--- src/uhsp_map.svh ---
// Offsets, field positions, reset values and sizes of the schedule pointer register slice.
// Contract
// - Periodic base holds address bits 31..12.
// - Fetch address is base plus frame index.
// - Wide mode takes upper bits from segment.
// - Async register holds next queue head address.
// - Async reads return zero in bits 4..0.
// - Async pointer is treated 32-byte aligned.
// - Routing bit zero routes ports to companions.
// - Routing bit one routes ports here.
// - Frame index bits N..3 pick list entry.
`ifndef UHSP_MAP_SVH
`define UHSP_MAP_SVH
`define UHSP_OFS_PFLB 8'h34
`define UHSP_OFS_ASQ 8'h38
`define UHSP_OFS_RFLAG 8'h60
`define UHSP_PFLB_LSB 12
`define UHSP_ASQ_LSB 5
`define UHSP_CF_BIT 0
`define UHSP_RST_PFLB 20'h00000
`define UHSP_RST_ASQ 27'h0000000
`define UHSP_RST_CF 1'b0
`define UHSP_NUM_PORTS 4
`endif

--- src/uhsp_pkg.sv ---
// Types shared by the schedule pointer register slice.
package uhsp_pkg;
  typedef enum logic [1:0] {
    UHSP_FLS_1024 = 2'h0,
    UHSP_FLS_512 = 2'h1,
    UHSP_FLS_256 = 2'h2,
    UHSP_FLS_RSVD = 2'h3
  } uhsp_fls_e;
  typedef struct packed {
    logic [19:0] pflb;
    logic [26:0] asq;
    logic cf;
    logic [31:0] rdata;
    logic rvalid;
    logic [31:0] async_lo;
    logic [31:0] async_hi;
    logic [3:0] port_to_hs;
  } uhsp_regs_s;
  typedef struct packed {
    logic [31:0] fetch_lo;
    logic [31:0] fetch_hi;
  } uhsp_fetch_s;
endpackage

--- src/uhsp_fetch_addr.sv ---
// Periodic frame list fetch address former.
`timescale 1ns/100ps
`include "uhsp_map.svh"
module uhsp_fetch_addr
  import uhsp_pkg::*;
(
  // Clock and reset.
  input wire logic i_mclk,
  input wire logic i_rst_b,
  // Base, frame index and addressing mode.
  input wire logic [19:0] i_base,
  input wire logic [13:0] i_frame_index,
  input wire logic [1:0] i_frame_list_size_select,
  input wire logic i_wide_addressing_capable,
  input wire logic [31:0] i_upper_address_segment,
  // Fetch address.
  output logic [31:0] o_fetch_lo,
  output logic [31:0] o_fetch_hi
);
  uhsp_fetch_s s_q;
  uhsp_fetch_s s_d;

  // The reserved size code falls back to the largest list so no entry is skipped.
  function automatic logic [9:0] entry_sel(input logic [13:0] fi, input logic [1:0] fls);
    case (fls)
      UHSP_FLS_512: entry_sel = {1'b0, fi[11:3]};
      UHSP_FLS_256: entry_sel = {2'b00, fi[10:3]};
      default: entry_sel = fi[12:3];
    endcase
  endfunction

  always_comb begin
    s_d = s_q;
    s_d.fetch_lo = {i_base, entry_sel(i_frame_index, i_frame_list_size_select), 2'b00};
    s_d.fetch_hi = i_wide_addressing_capable ? i_upper_address_segment : 32'h00000000;
  end

  always_ff @(posedge i_mclk or negedge i_rst_b) begin
    if (!i_rst_b) begin
      s_q <= '0;
    end else begin
      s_q <= s_d;
    end
  end

  assign o_fetch_lo = s_q.fetch_lo;
  assign o_fetch_hi = s_q.fetch_hi;

  property p_fetch_base;
    @(posedge i_mclk) disable iff (!i_rst_b)
    i_rst_b |=> o_fetch_lo[31:12] == $past(i_base) && o_fetch_lo[1:0] == 2'b00;
  endproperty
  a_fetch_base: assert property (p_fetch_base) else $error("fetch base bits wrong");

  property p_entry_1024;
    @(posedge i_mclk) disable iff (!i_rst_b)
    i_rst_b && i_frame_list_size_select == 2'h0 |=> o_fetch_lo[11:2] == $past(i_frame_index[12:3]);
  endproperty
  a_entry_1024: assert property (p_entry_1024) else $error("1024 entry select wrong");

  property p_entry_256;
    @(posedge i_mclk) disable iff (!i_rst_b)
    i_rst_b && i_frame_list_size_select == 2'h2 |=>
      o_fetch_lo[11:10] == 2'b00 && o_fetch_lo[9:2] == $past(i_frame_index[10:3]);
  endproperty
  a_entry_256: assert property (p_entry_256) else $error("256 entry select wrong");

  property p_fetch_hi;
    @(posedge i_mclk) disable iff (!i_rst_b)
    i_rst_b |=> o_fetch_hi == ($past(i_wide_addressing_capable) ? $past(i_upper_address_segment) : 32'h00000000);
  endproperty
  a_fetch_hi: assert property (p_fetch_hi) else $error("fetch upper bits wrong");

  c_wide_fetch: cover property (@(posedge i_mclk) disable iff (!i_rst_b) i_wide_addressing_capable ##1 o_fetch_hi != 0);
endmodule

--- src/uhsp_regs.sv ---
// Schedule pointer and port routing register slice of the high-speed host controller.
`timescale 1ns/100ps
`include "uhsp_map.svh"
module uhsp_regs
  import uhsp_pkg::*;
(
  // Clock and reset.
  input wire logic i_mclk,
  input wire logic i_rst_b,
  // Register access in operational memory space, byte offsets.
  input wire logic [7:0] i_addr,
  input wire logic i_wr,
  input wire logic [31:0] i_wdata,
  input wire logic i_rd,
  output logic [31:0] o_rdata,
  output logic o_rvalid,
  // Frame counter, list size and addressing mode from neighbouring registers.
  input wire logic [13:0] i_micro_frame_counter,
  input wire logic [1:0] i_frame_list_size_select,
  input wire logic i_wide_addressing_capable,
  input wire logic [31:0] i_upper_address_segment,
  // Schedule addresses toward the list walker.
  output logic [31:0] o_periodic_fetch_lo,
  output logic [31:0] o_periodic_fetch_hi,
  output logic [31:0] o_async_queue_head_lo,
  output logic [31:0] o_async_queue_head_hi,
  // Default port ownership, one bit per port, high means this controller.
  output logic [`UHSP_NUM_PORTS-1:0] o_port_to_hs
);
  uhsp_regs_s r_q;
  uhsp_regs_s r_d;

  function automatic logic hit(input logic [7:0] addr, input logic [7:0] ofs);
    hit = (addr == ofs);
  endfunction

  always_comb begin
    r_d = r_q;
    r_d.rvalid = i_rd;
    r_d.rdata = 32'h00000000;
    // A read in the same cycle as a write to the same register returns the old value.
    if (i_rd) begin
      if (hit(i_addr, `UHSP_OFS_PFLB)) begin
        r_d.rdata = {r_q.pflb, 12'h000};
      end else if (hit(i_addr, `UHSP_OFS_ASQ)) begin
        r_d.rdata = {r_q.asq, 5'h00};
      end else if (hit(i_addr, `UHSP_OFS_RFLAG)) begin
        r_d.rdata = {31'h00000000, r_q.cf};
      end
    end
    // Reserved bits are dropped on write, so stray ones never reach the walker.
    if (i_wr) begin
      if (hit(i_addr, `UHSP_OFS_PFLB)) begin
        r_d.pflb = i_wdata[31:`UHSP_PFLB_LSB];
      end else if (hit(i_addr, `UHSP_OFS_ASQ)) begin
        r_d.asq = i_wdata[31:`UHSP_ASQ_LSB];
      end else if (hit(i_addr, `UHSP_OFS_RFLAG)) begin
        r_d.cf = i_wdata[`UHSP_CF_BIT];
      end
    end
    r_d.async_lo = {r_q.asq, 5'h00};
    r_d.async_hi = i_wide_addressing_capable ? i_upper_address_segment : 32'h00000000;
    r_d.port_to_hs = {`UHSP_NUM_PORTS{r_q.cf}};
  end

  always_ff @(posedge i_mclk or negedge i_rst_b) begin
    if (!i_rst_b) begin
      r_q <= '0;
      r_q.pflb <= `UHSP_RST_PFLB;
      r_q.asq <= `UHSP_RST_ASQ;
      r_q.cf <= `UHSP_RST_CF;
    end else begin
      r_q <= r_d;
    end
  end

  uhsp_fetch_addr u_fetch (
    .i_mclk(i_mclk),
    .i_rst_b(i_rst_b),
    .i_base(r_q.pflb),
    .i_frame_index(i_micro_frame_counter),
    .i_frame_list_size_select(i_frame_list_size_select),
    .i_wide_addressing_capable(i_wide_addressing_capable),
    .i_upper_address_segment(i_upper_address_segment),
    .o_fetch_lo(o_periodic_fetch_lo),
    .o_fetch_hi(o_periodic_fetch_hi)
  );

  assign o_rdata = r_q.rdata;
  assign o_rvalid = r_q.rvalid;
  assign o_async_queue_head_lo = r_q.async_lo;
  assign o_async_queue_head_hi = r_q.async_hi;
  assign o_port_to_hs = r_q.port_to_hs;

  property p_pflb_low;
    @(posedge i_mclk) disable iff (!i_rst_b)
    i_rd && i_addr == 8'h34 |=> o_rvalid && o_rdata[11:0] == 12'h000;
  endproperty
  a_pflb_low: assert property (p_pflb_low) else $error("periodic base low bits not zero");

  property p_pflb_back;
    @(posedge i_mclk) disable iff (!i_rst_b)
    i_wr && i_addr == 8'h34 ##1 !i_wr ##1 i_rd && i_addr == 8'h34 |=> o_rdata[31:12] == $past(i_wdata[31:12], 3);
  endproperty
  a_pflb_back: assert property (p_pflb_back) else $error("periodic base readback wrong");

  property p_asq_low;
    @(posedge i_mclk) disable iff (!i_rst_b)
    i_rd && i_addr == 8'h38 |=> o_rvalid && o_rdata[4:0] == 5'h00;
  endproperty
  a_asq_low: assert property (p_asq_low) else $error("async pointer low bits not zero");

  property p_asq_out;
    @(posedge i_mclk) disable iff (!i_rst_b)
    i_wr && i_addr == 8'h38 |=> ##1 o_async_queue_head_lo[31:5] == $past(i_wdata[31:5], 2);
  endproperty
  a_asq_out: assert property (p_asq_out) else $error("queue head address not updated");

  property p_asq_align;
    @(posedge i_mclk) disable iff (!i_rst_b)
    o_async_queue_head_lo[4:0] == 5'h00;
  endproperty
  a_asq_align: assert property (p_asq_align) else $error("queue head not 32-byte aligned");

  property p_asq_hi;
    @(posedge i_mclk) disable iff (!i_rst_b)
    !i_wide_addressing_capable |=> o_async_queue_head_hi == 32'h00000000;
  endproperty
  a_asq_hi: assert property (p_asq_hi) else $error("upper bits used outside wide mode");

  property p_route_classic;
    @(posedge i_mclk) disable iff (!i_rst_b)
    i_wr && i_addr == 8'h60 && !i_wdata[0] |=> ##1 o_port_to_hs == '0;
  endproperty
  a_route_classic: assert property (p_route_classic) else $error("ports not routed to companions");

  property p_route_hs;
    @(posedge i_mclk) disable iff (!i_rst_b)
    i_wr && i_addr == 8'h60 && i_wdata[0] |=> ##1 o_port_to_hs == '1;
  endproperty
  a_route_hs: assert property (p_route_hs) else $error("ports not routed to this controller");

  // Read answers come exactly one cycle after the strobe and are zero otherwise.
  property p_rvalid_one;
    @(posedge i_mclk) disable iff (!i_rst_b)
    i_rd |=> o_rvalid;
  endproperty
  a_rvalid_one: assert property (p_rvalid_one) else $error("read answer missing");

  property p_rvalid_idle;
    @(posedge i_mclk) disable iff (!i_rst_b)
    !i_rd |=> !o_rvalid && o_rdata == 32'h00000000;
  endproperty
  a_rvalid_idle: assert property (p_rvalid_idle) else $error("read answer without a read");

  property p_unmapped_read;
    @(posedge i_mclk) disable iff (!i_rst_b)
    i_rd && i_addr != 8'h34 && i_addr != 8'h38 && i_addr != 8'h60 |=> o_rdata == 32'h00000000;
  endproperty
  a_unmapped_read: assert property (p_unmapped_read) else $error("unmapped offset read nonzero");

  // Read data must match what the list walker is given in the same cycle.
  property p_pflb_read_fetch;
    @(posedge i_mclk) disable iff (!i_rst_b)
    i_rd && i_addr == 8'h34 |=> o_rdata[31:12] == o_periodic_fetch_lo[31:12];
  endproperty
  a_pflb_read_fetch: assert property (p_pflb_read_fetch) else $error("periodic base read differs from fetch");

  property p_asq_read;
    @(posedge i_mclk) disable iff (!i_rst_b)
    i_rd && i_addr == 8'h38 |=> o_rdata == o_async_queue_head_lo;
  endproperty
  a_asq_read: assert property (p_asq_read) else $error("async pointer read differs from queue head");

  // Software reads back after an idle cycle, so the written word is three samples old.
  property p_asq_back;
    @(posedge i_mclk) disable iff (!i_rst_b)
    i_wr && i_addr == 8'h38 ##1 !i_wr ##1 i_rd && i_addr == 8'h38 |=> o_rdata[31:5] == $past(i_wdata[31:5], 3);
  endproperty
  a_asq_back: assert property (p_asq_back) else $error("async pointer readback wrong");

  property p_cf_back;
    @(posedge i_mclk) disable iff (!i_rst_b)
    i_wr && i_addr == 8'h60 ##1 !i_wr ##1 i_rd && i_addr == 8'h60 |=> o_rdata[0] == $past(i_wdata[0], 3);
  endproperty
  a_cf_back: assert property (p_cf_back) else $error("routing flag readback wrong");

  // Only a write may move a pointer, so strobes to other offsets leave the walker alone.
  property p_pflb_hold;
    @(posedge i_mclk) disable iff (!i_rst_b)
    !(i_wr && i_addr == 8'h34) |=> ##1 $stable(o_periodic_fetch_lo[31:12]);
  endproperty
  a_pflb_hold: assert property (p_pflb_hold) else $error("periodic base moved without a write");

  property p_asq_hold;
    @(posedge i_mclk) disable iff (!i_rst_b)
    !(i_wr && i_addr == 8'h38) |=> ##1 $stable(o_async_queue_head_lo);
  endproperty
  a_asq_hold: assert property (p_asq_hold) else $error("queue head moved without a write");

  property p_asq_hi_wide;
    @(posedge i_mclk) disable iff (!i_rst_b)
    i_rst_b && i_wide_addressing_capable |=> o_async_queue_head_hi == $past(i_upper_address_segment);
  endproperty
  a_asq_hi_wide: assert property (p_asq_hi_wide) else $error("queue head upper bits not from segment");

  // The routing outputs lag the flag by one cycle, so a read and the ports always agree.
  property p_cf_read;
    @(posedge i_mclk) disable iff (!i_rst_b)
    i_rd && i_addr == 8'h60 |=> o_rdata == {31'h00000000, o_port_to_hs[0]};
  endproperty
  a_cf_read: assert property (p_cf_read) else $error("routing flag read differs from ports");

  property p_route_hold;
    @(posedge i_mclk) disable iff (!i_rst_b)
    !(i_wr && i_addr == 8'h60) |=> ##1 $stable(o_port_to_hs);
  endproperty
  a_route_hold: assert property (p_route_hold) else $error("port routing moved without a write");

  property p_ports_same;
    @(posedge i_mclk) disable iff (!i_rst_b)
    o_port_to_hs == '0 || o_port_to_hs == '1;
  endproperty
  a_ports_same: assert property (p_ports_same) else $error("ports routed apart");

  c_pflb_write: cover property (@(posedge i_mclk) disable iff (!i_rst_b) i_wr && i_addr == 8'h34);
  c_cf_set: cover property (@(posedge i_mclk) disable iff (!i_rst_b) $rose(o_port_to_hs[0]));
  c_asq_read: cover property (@(posedge i_mclk) disable iff (!i_rst_b) i_rd && i_addr == 8'h38 ##1 o_rdata != 0);
  c_unmapped_read: cover property (@(posedge i_mclk) disable iff (!i_rst_b)
    i_rd && i_addr != 8'h34 && i_addr != 8'h38 && i_addr != 8'h60);
endmodule

--- config.mk ---
export PLATFORM = sky130hd
export DESIGN_NAME = uhsp_regs
export DESIGN_NICKNAME = d
export VERILOG_FILES = /design/src/uhsp_pkg.sv /design/src/uhsp_fetch_addr.sv /design/src/uhsp_regs.sv
export VERILOG_INCLUDE_DIRS = /design/src
export SDC_FILE = /design/constraint.sdc
export NUM_CORES = 1
export LEC_CHECK = 0
export BUFFER_PORTS_ARGS = -buffer_cell sky130_fd_sc_hd__buf_2
export CORE_UTILIZATION = 47
export DETAILED_ROUTE_END_ITERATION = 8
export PLACE_DENSITY = 0.78
export REMOVE_ABC_BUFFERS = 1
export SLEW_MARGIN = 15
export SYNTH_ARGS = -nofsm -noshare
export SYNTH_HDL_FRONTEND = slang
export SYNTH_SLANG_ARGS = --single-unit
--- constraint.sdc ---
create_clock -name i_mclk -period 1.1 [get_ports i_mclk]
set_input_delay 0.055 -clock i_mclk [delete_from_list [all_inputs] [get_ports i_mclk]]
set_output_delay 0.055 -clock i_mclk [all_outputs]
set_load 0.05 [all_outputs]
==> metrics.csv <==
stage;metric;value;unit
floorplanning;fp-row-count;42;
power;p_comb_frac;0.140;
global_routing;grt_pass1_vias;4261;
placement;dp_cells;748;
finish;syn2layout_area_growth;35.1;%
power;finalPower;14.6;mW
power;p_switching;3.90;mW
placement;dp_hpwl;9140;um
timing;rsz0062_at_grt;true;
clock_tree;cts_buffers;17;
clock_tree;cts_setup_buffers;0;
route;final_antenna_net_count;0;
timing;min_period;1.09;ns
floorplanning;initial_utilization;0.484;
global_routing;grt_start_max_net_pins;44;
hold_path;hold_end;u_fetch.o_fetch_lo[11]$_DFF_PN0_;
power;clkPwrFrac;0.413;
critical_path;crit_chain;buf_6;
critical_path;crit_buf_inv;1;
status;status;finished clean;
critical_path;cp-start-kind;register;
hold_path;hold_class;primary input to register;
clock_tree;clock_sinks;167;
finish;final_common_cell;dfrtp_1;
route;drt-initial-drc-count;228;
route;dr.pass1.iters;4;
placement;numPortBuffers;238;
timing;period_share;0.988;
critical_path;crit-reg2reg-capture;r_d[65]$_DFFE_PN0P_;
critical_path;path_class;register to output pin;
critical_path;worstPathRequired;1.04;ns
hold_path;hold_depth;3;
yosys;synth_cells;457;
global_routing;grt_overflow_total;0;
floorplanning;io_pins;258;
yosys;seq_area_frac_synth;0.653;
power;power.share.sequential;0.448;
power;peakVddDrop;1040;uV
clock_tree;clock_latency;0.42;ns
critical_path;r2r_start;r_d[65]$_DFFE_PN0P_;
critical_path;crit_fanout;2;
floorplanning;dieWidth;119;um
critical_path;r2r_slack;0.25;ns
yosys;synth.distinct_cells;22;
yosys;yosysTopAreaCell;dfrtp_1;
global_routing;grt_pass1_wl;22400;um
yosys;ys_ff_latch;167;
clock_tree;clk_pin_slew;0.07;ns
global_routing;track_usage;0.211;
critical_path;path_depth;1;
yosys;yosysTopAreaCellShare;0.653;
yosys;synth.cell_area;0.00640;mm^2
floorplanning;coreArea;0.0132;mm^2
critical_path;crit_slowest_cell;dfrtp_1;
flow_run;drv_cap;0;
route;via_per_inst;4.66;
clock_tree;cts.path.max_buffers;2;
finish;stdcell_count;854;
route;num_vias;3982;
global_routing;antenna_found_initial;0;
yosys;ys_warn_count;0;
critical_path;cp-end-kind;output pin;
yosys;synth_area_leaders;dfrtp_1, buf_4, mux2_2, mux2_1, and2_1;
yosys;syn_avg_cell_area;14.0;um^2
timing;hold_viol_final;0;
timing;clock-skew-final;0.00537;ns
route;wire_per_inst;17.1;um
clock_tree;cts_tree;done;
critical_path;max_stage_delay;0.42;ns
power;power.leakage;4.64;nW
critical_path;ff2ff_path_depth;1;
route;wirelength;14600;um
hold_path;min_from;i_frame_list_size_select[0];
route;route.detailed.drc;0;
timing;fmax;920;MHz
power;p_int;10.7;mW
power;switching_share;0.266;
critical_path;cpLargestDelayFamily;flip-flops;
floorplanning;dieArea;0.0141;mm^2
finish;layout.nets;759;
power;power.density;1690;mW/mm^2
critical_path;worstPathArrival;1.03;ns
finish;antennaDiodeCount;0;
finish;final_cell_mix;dfrtp_1, buf_2, dlygate4sd3_1;
floorplanning;die_y;119;um
finish;final_layout_size_suffix_gt1_frac;0.468;
timing;finalSetupViolCount;0;
timing;final_max_slew_viol_count;0;
placement;place_congestion;0.780;
clock_tree;h-tree-depth;4;
clock_tree;cts-root-buf;clkbuf_16;
what timing repair did:
action | 4_1_cts | 5_1_grt
pin swaps | 0 | 0
gates resized for setup | 73 | 51
endpoints found under the setup margin | 65 | 51
hold endpoints to repair | 259 | 0
hold buffers | 75 | 0
power by group through the flow:
| stage | registers [mW] | logic (mW) | clock network (mW) |
|---|---|---|---|
| final | 6.55 | 2.04 | 6.04 |
| after global routing | 6.57 | 2.14 | 6.43 |
| after CTS | 6.54 | 1.99 | 6.18 |
| after detailed placement | 6.64 | 1.70 | 0 |
| after global placement | 6.62 | 1.67 | 0 |
| after floorplan | 7.44 | 0.224 | 0 |
state kept, by name (all words and copies together) (netlist names):
| register | flops |
|---|---|
| r_q | 20 |
| o_port_to_hs | 1 |
| r_d | 28 |
| o_rdata | 28 |
| o_async_queue_head_lo | 27 |
| u_fetch.o_fetch_lo | 30 |
| o_rvalid | 1 |
| u_fetch.o_fetch_hi | 32 |
through the flow:
stage | hold WS (ns) | setup TNS, ns | setup slack (ns) | utilization | instance area, um^2
CTS | 0.00445 | -0.329 | -0.0508 | 0.644 | 8530
detailed placement | -0.0597 | -12.72 | -0.231 | 0.527 | 6970
global route | 0.0227 | -0.231 | -0.0193 | 0.653 | 8650
global placement | -0.0543 | -8.91 | -0.166 | 0.527 | 6970
floorplan | -0.241 | -90.46 | -2.30 | - | 5370
finish | 0.0230 | 0 | 0.0128 | 0.653 | 8650
synth_stat cells:
library cell  instances
nor4b_4               1
o21a_1                1
and3_1                7
ha_1                  1
nor2_1               20
nand3_4               1
inv_1                 1
buf_6                 2
clkbuf_1              9
a22oi_1              20
nand2_1               1
buf_4               134
mux2_1               20
buf_2                 2
nand3_1               2
dfrtp_1             167
conb_1                1
nor4b_1               3
and2_1               34
and4_1                1
mux2_2               28
and4bb_2              1
cell families after synthesis:
family,after synthesis,synth area share
AOI/OAI and AO/OA,21,0.0246
adders and majority gates,1,0.00195
buffers and inverters,148,0.168
DFF,167,0.653
muxes,48,0.0844
other,1,0.000586
and+or+nand+nor,71,0.0678
worst max path at each step:
stage	start	to	slack [ns]
global route	u_fetch.o_fetch_hi[1]$_DFF_PN0_	o_async_queue_head_hi[1]	-0.02
finish	u_fetch.o_fetch_hi[1]$_DFF_PN0_	o_async_queue_head_hi[1]	0.01
detailed placement	i_addr[1]	r_d[65]$_DFFE_PN0P_	-0.23
floorplan	i_addr[1]	r_q[129]$_DFFE_PN0P_	-2.30
global placement	i_addr[1]	r_d[53]$_DFFE_PN0P_	-0.17
CTS	u_fetch.o_fetch_hi[26]$_DFF_PN0_	o_periodic_fetch_hi[26]	-0.05
metal layers:
metal	GRT usage	share of wire	vias up
met5	0	0	-
met4	0.0965	0.022	0
met3	0.0569	0.070	27
met2	0.362	0.52	201
met1	0.248	0.38	1978
li1	-	-	1776
area by class of cell:
| cell class | count | area (um^2) |
|---|---|---|
| Tap cell | 176 | 220 |
| Inverter | 1 | 3.75 |
| Fill cell | 917 | 4590 |
| Multi-Input combinational cell | 152 | 1190 |
| Timing Repair Buffer | 326 | 2440 |
| Clock inverter | 14 | 171 |
| Sequential cell | 167 | 4180 |
| Clock buffer | 18 | 439 |
(Power assumes the default switching activity.)
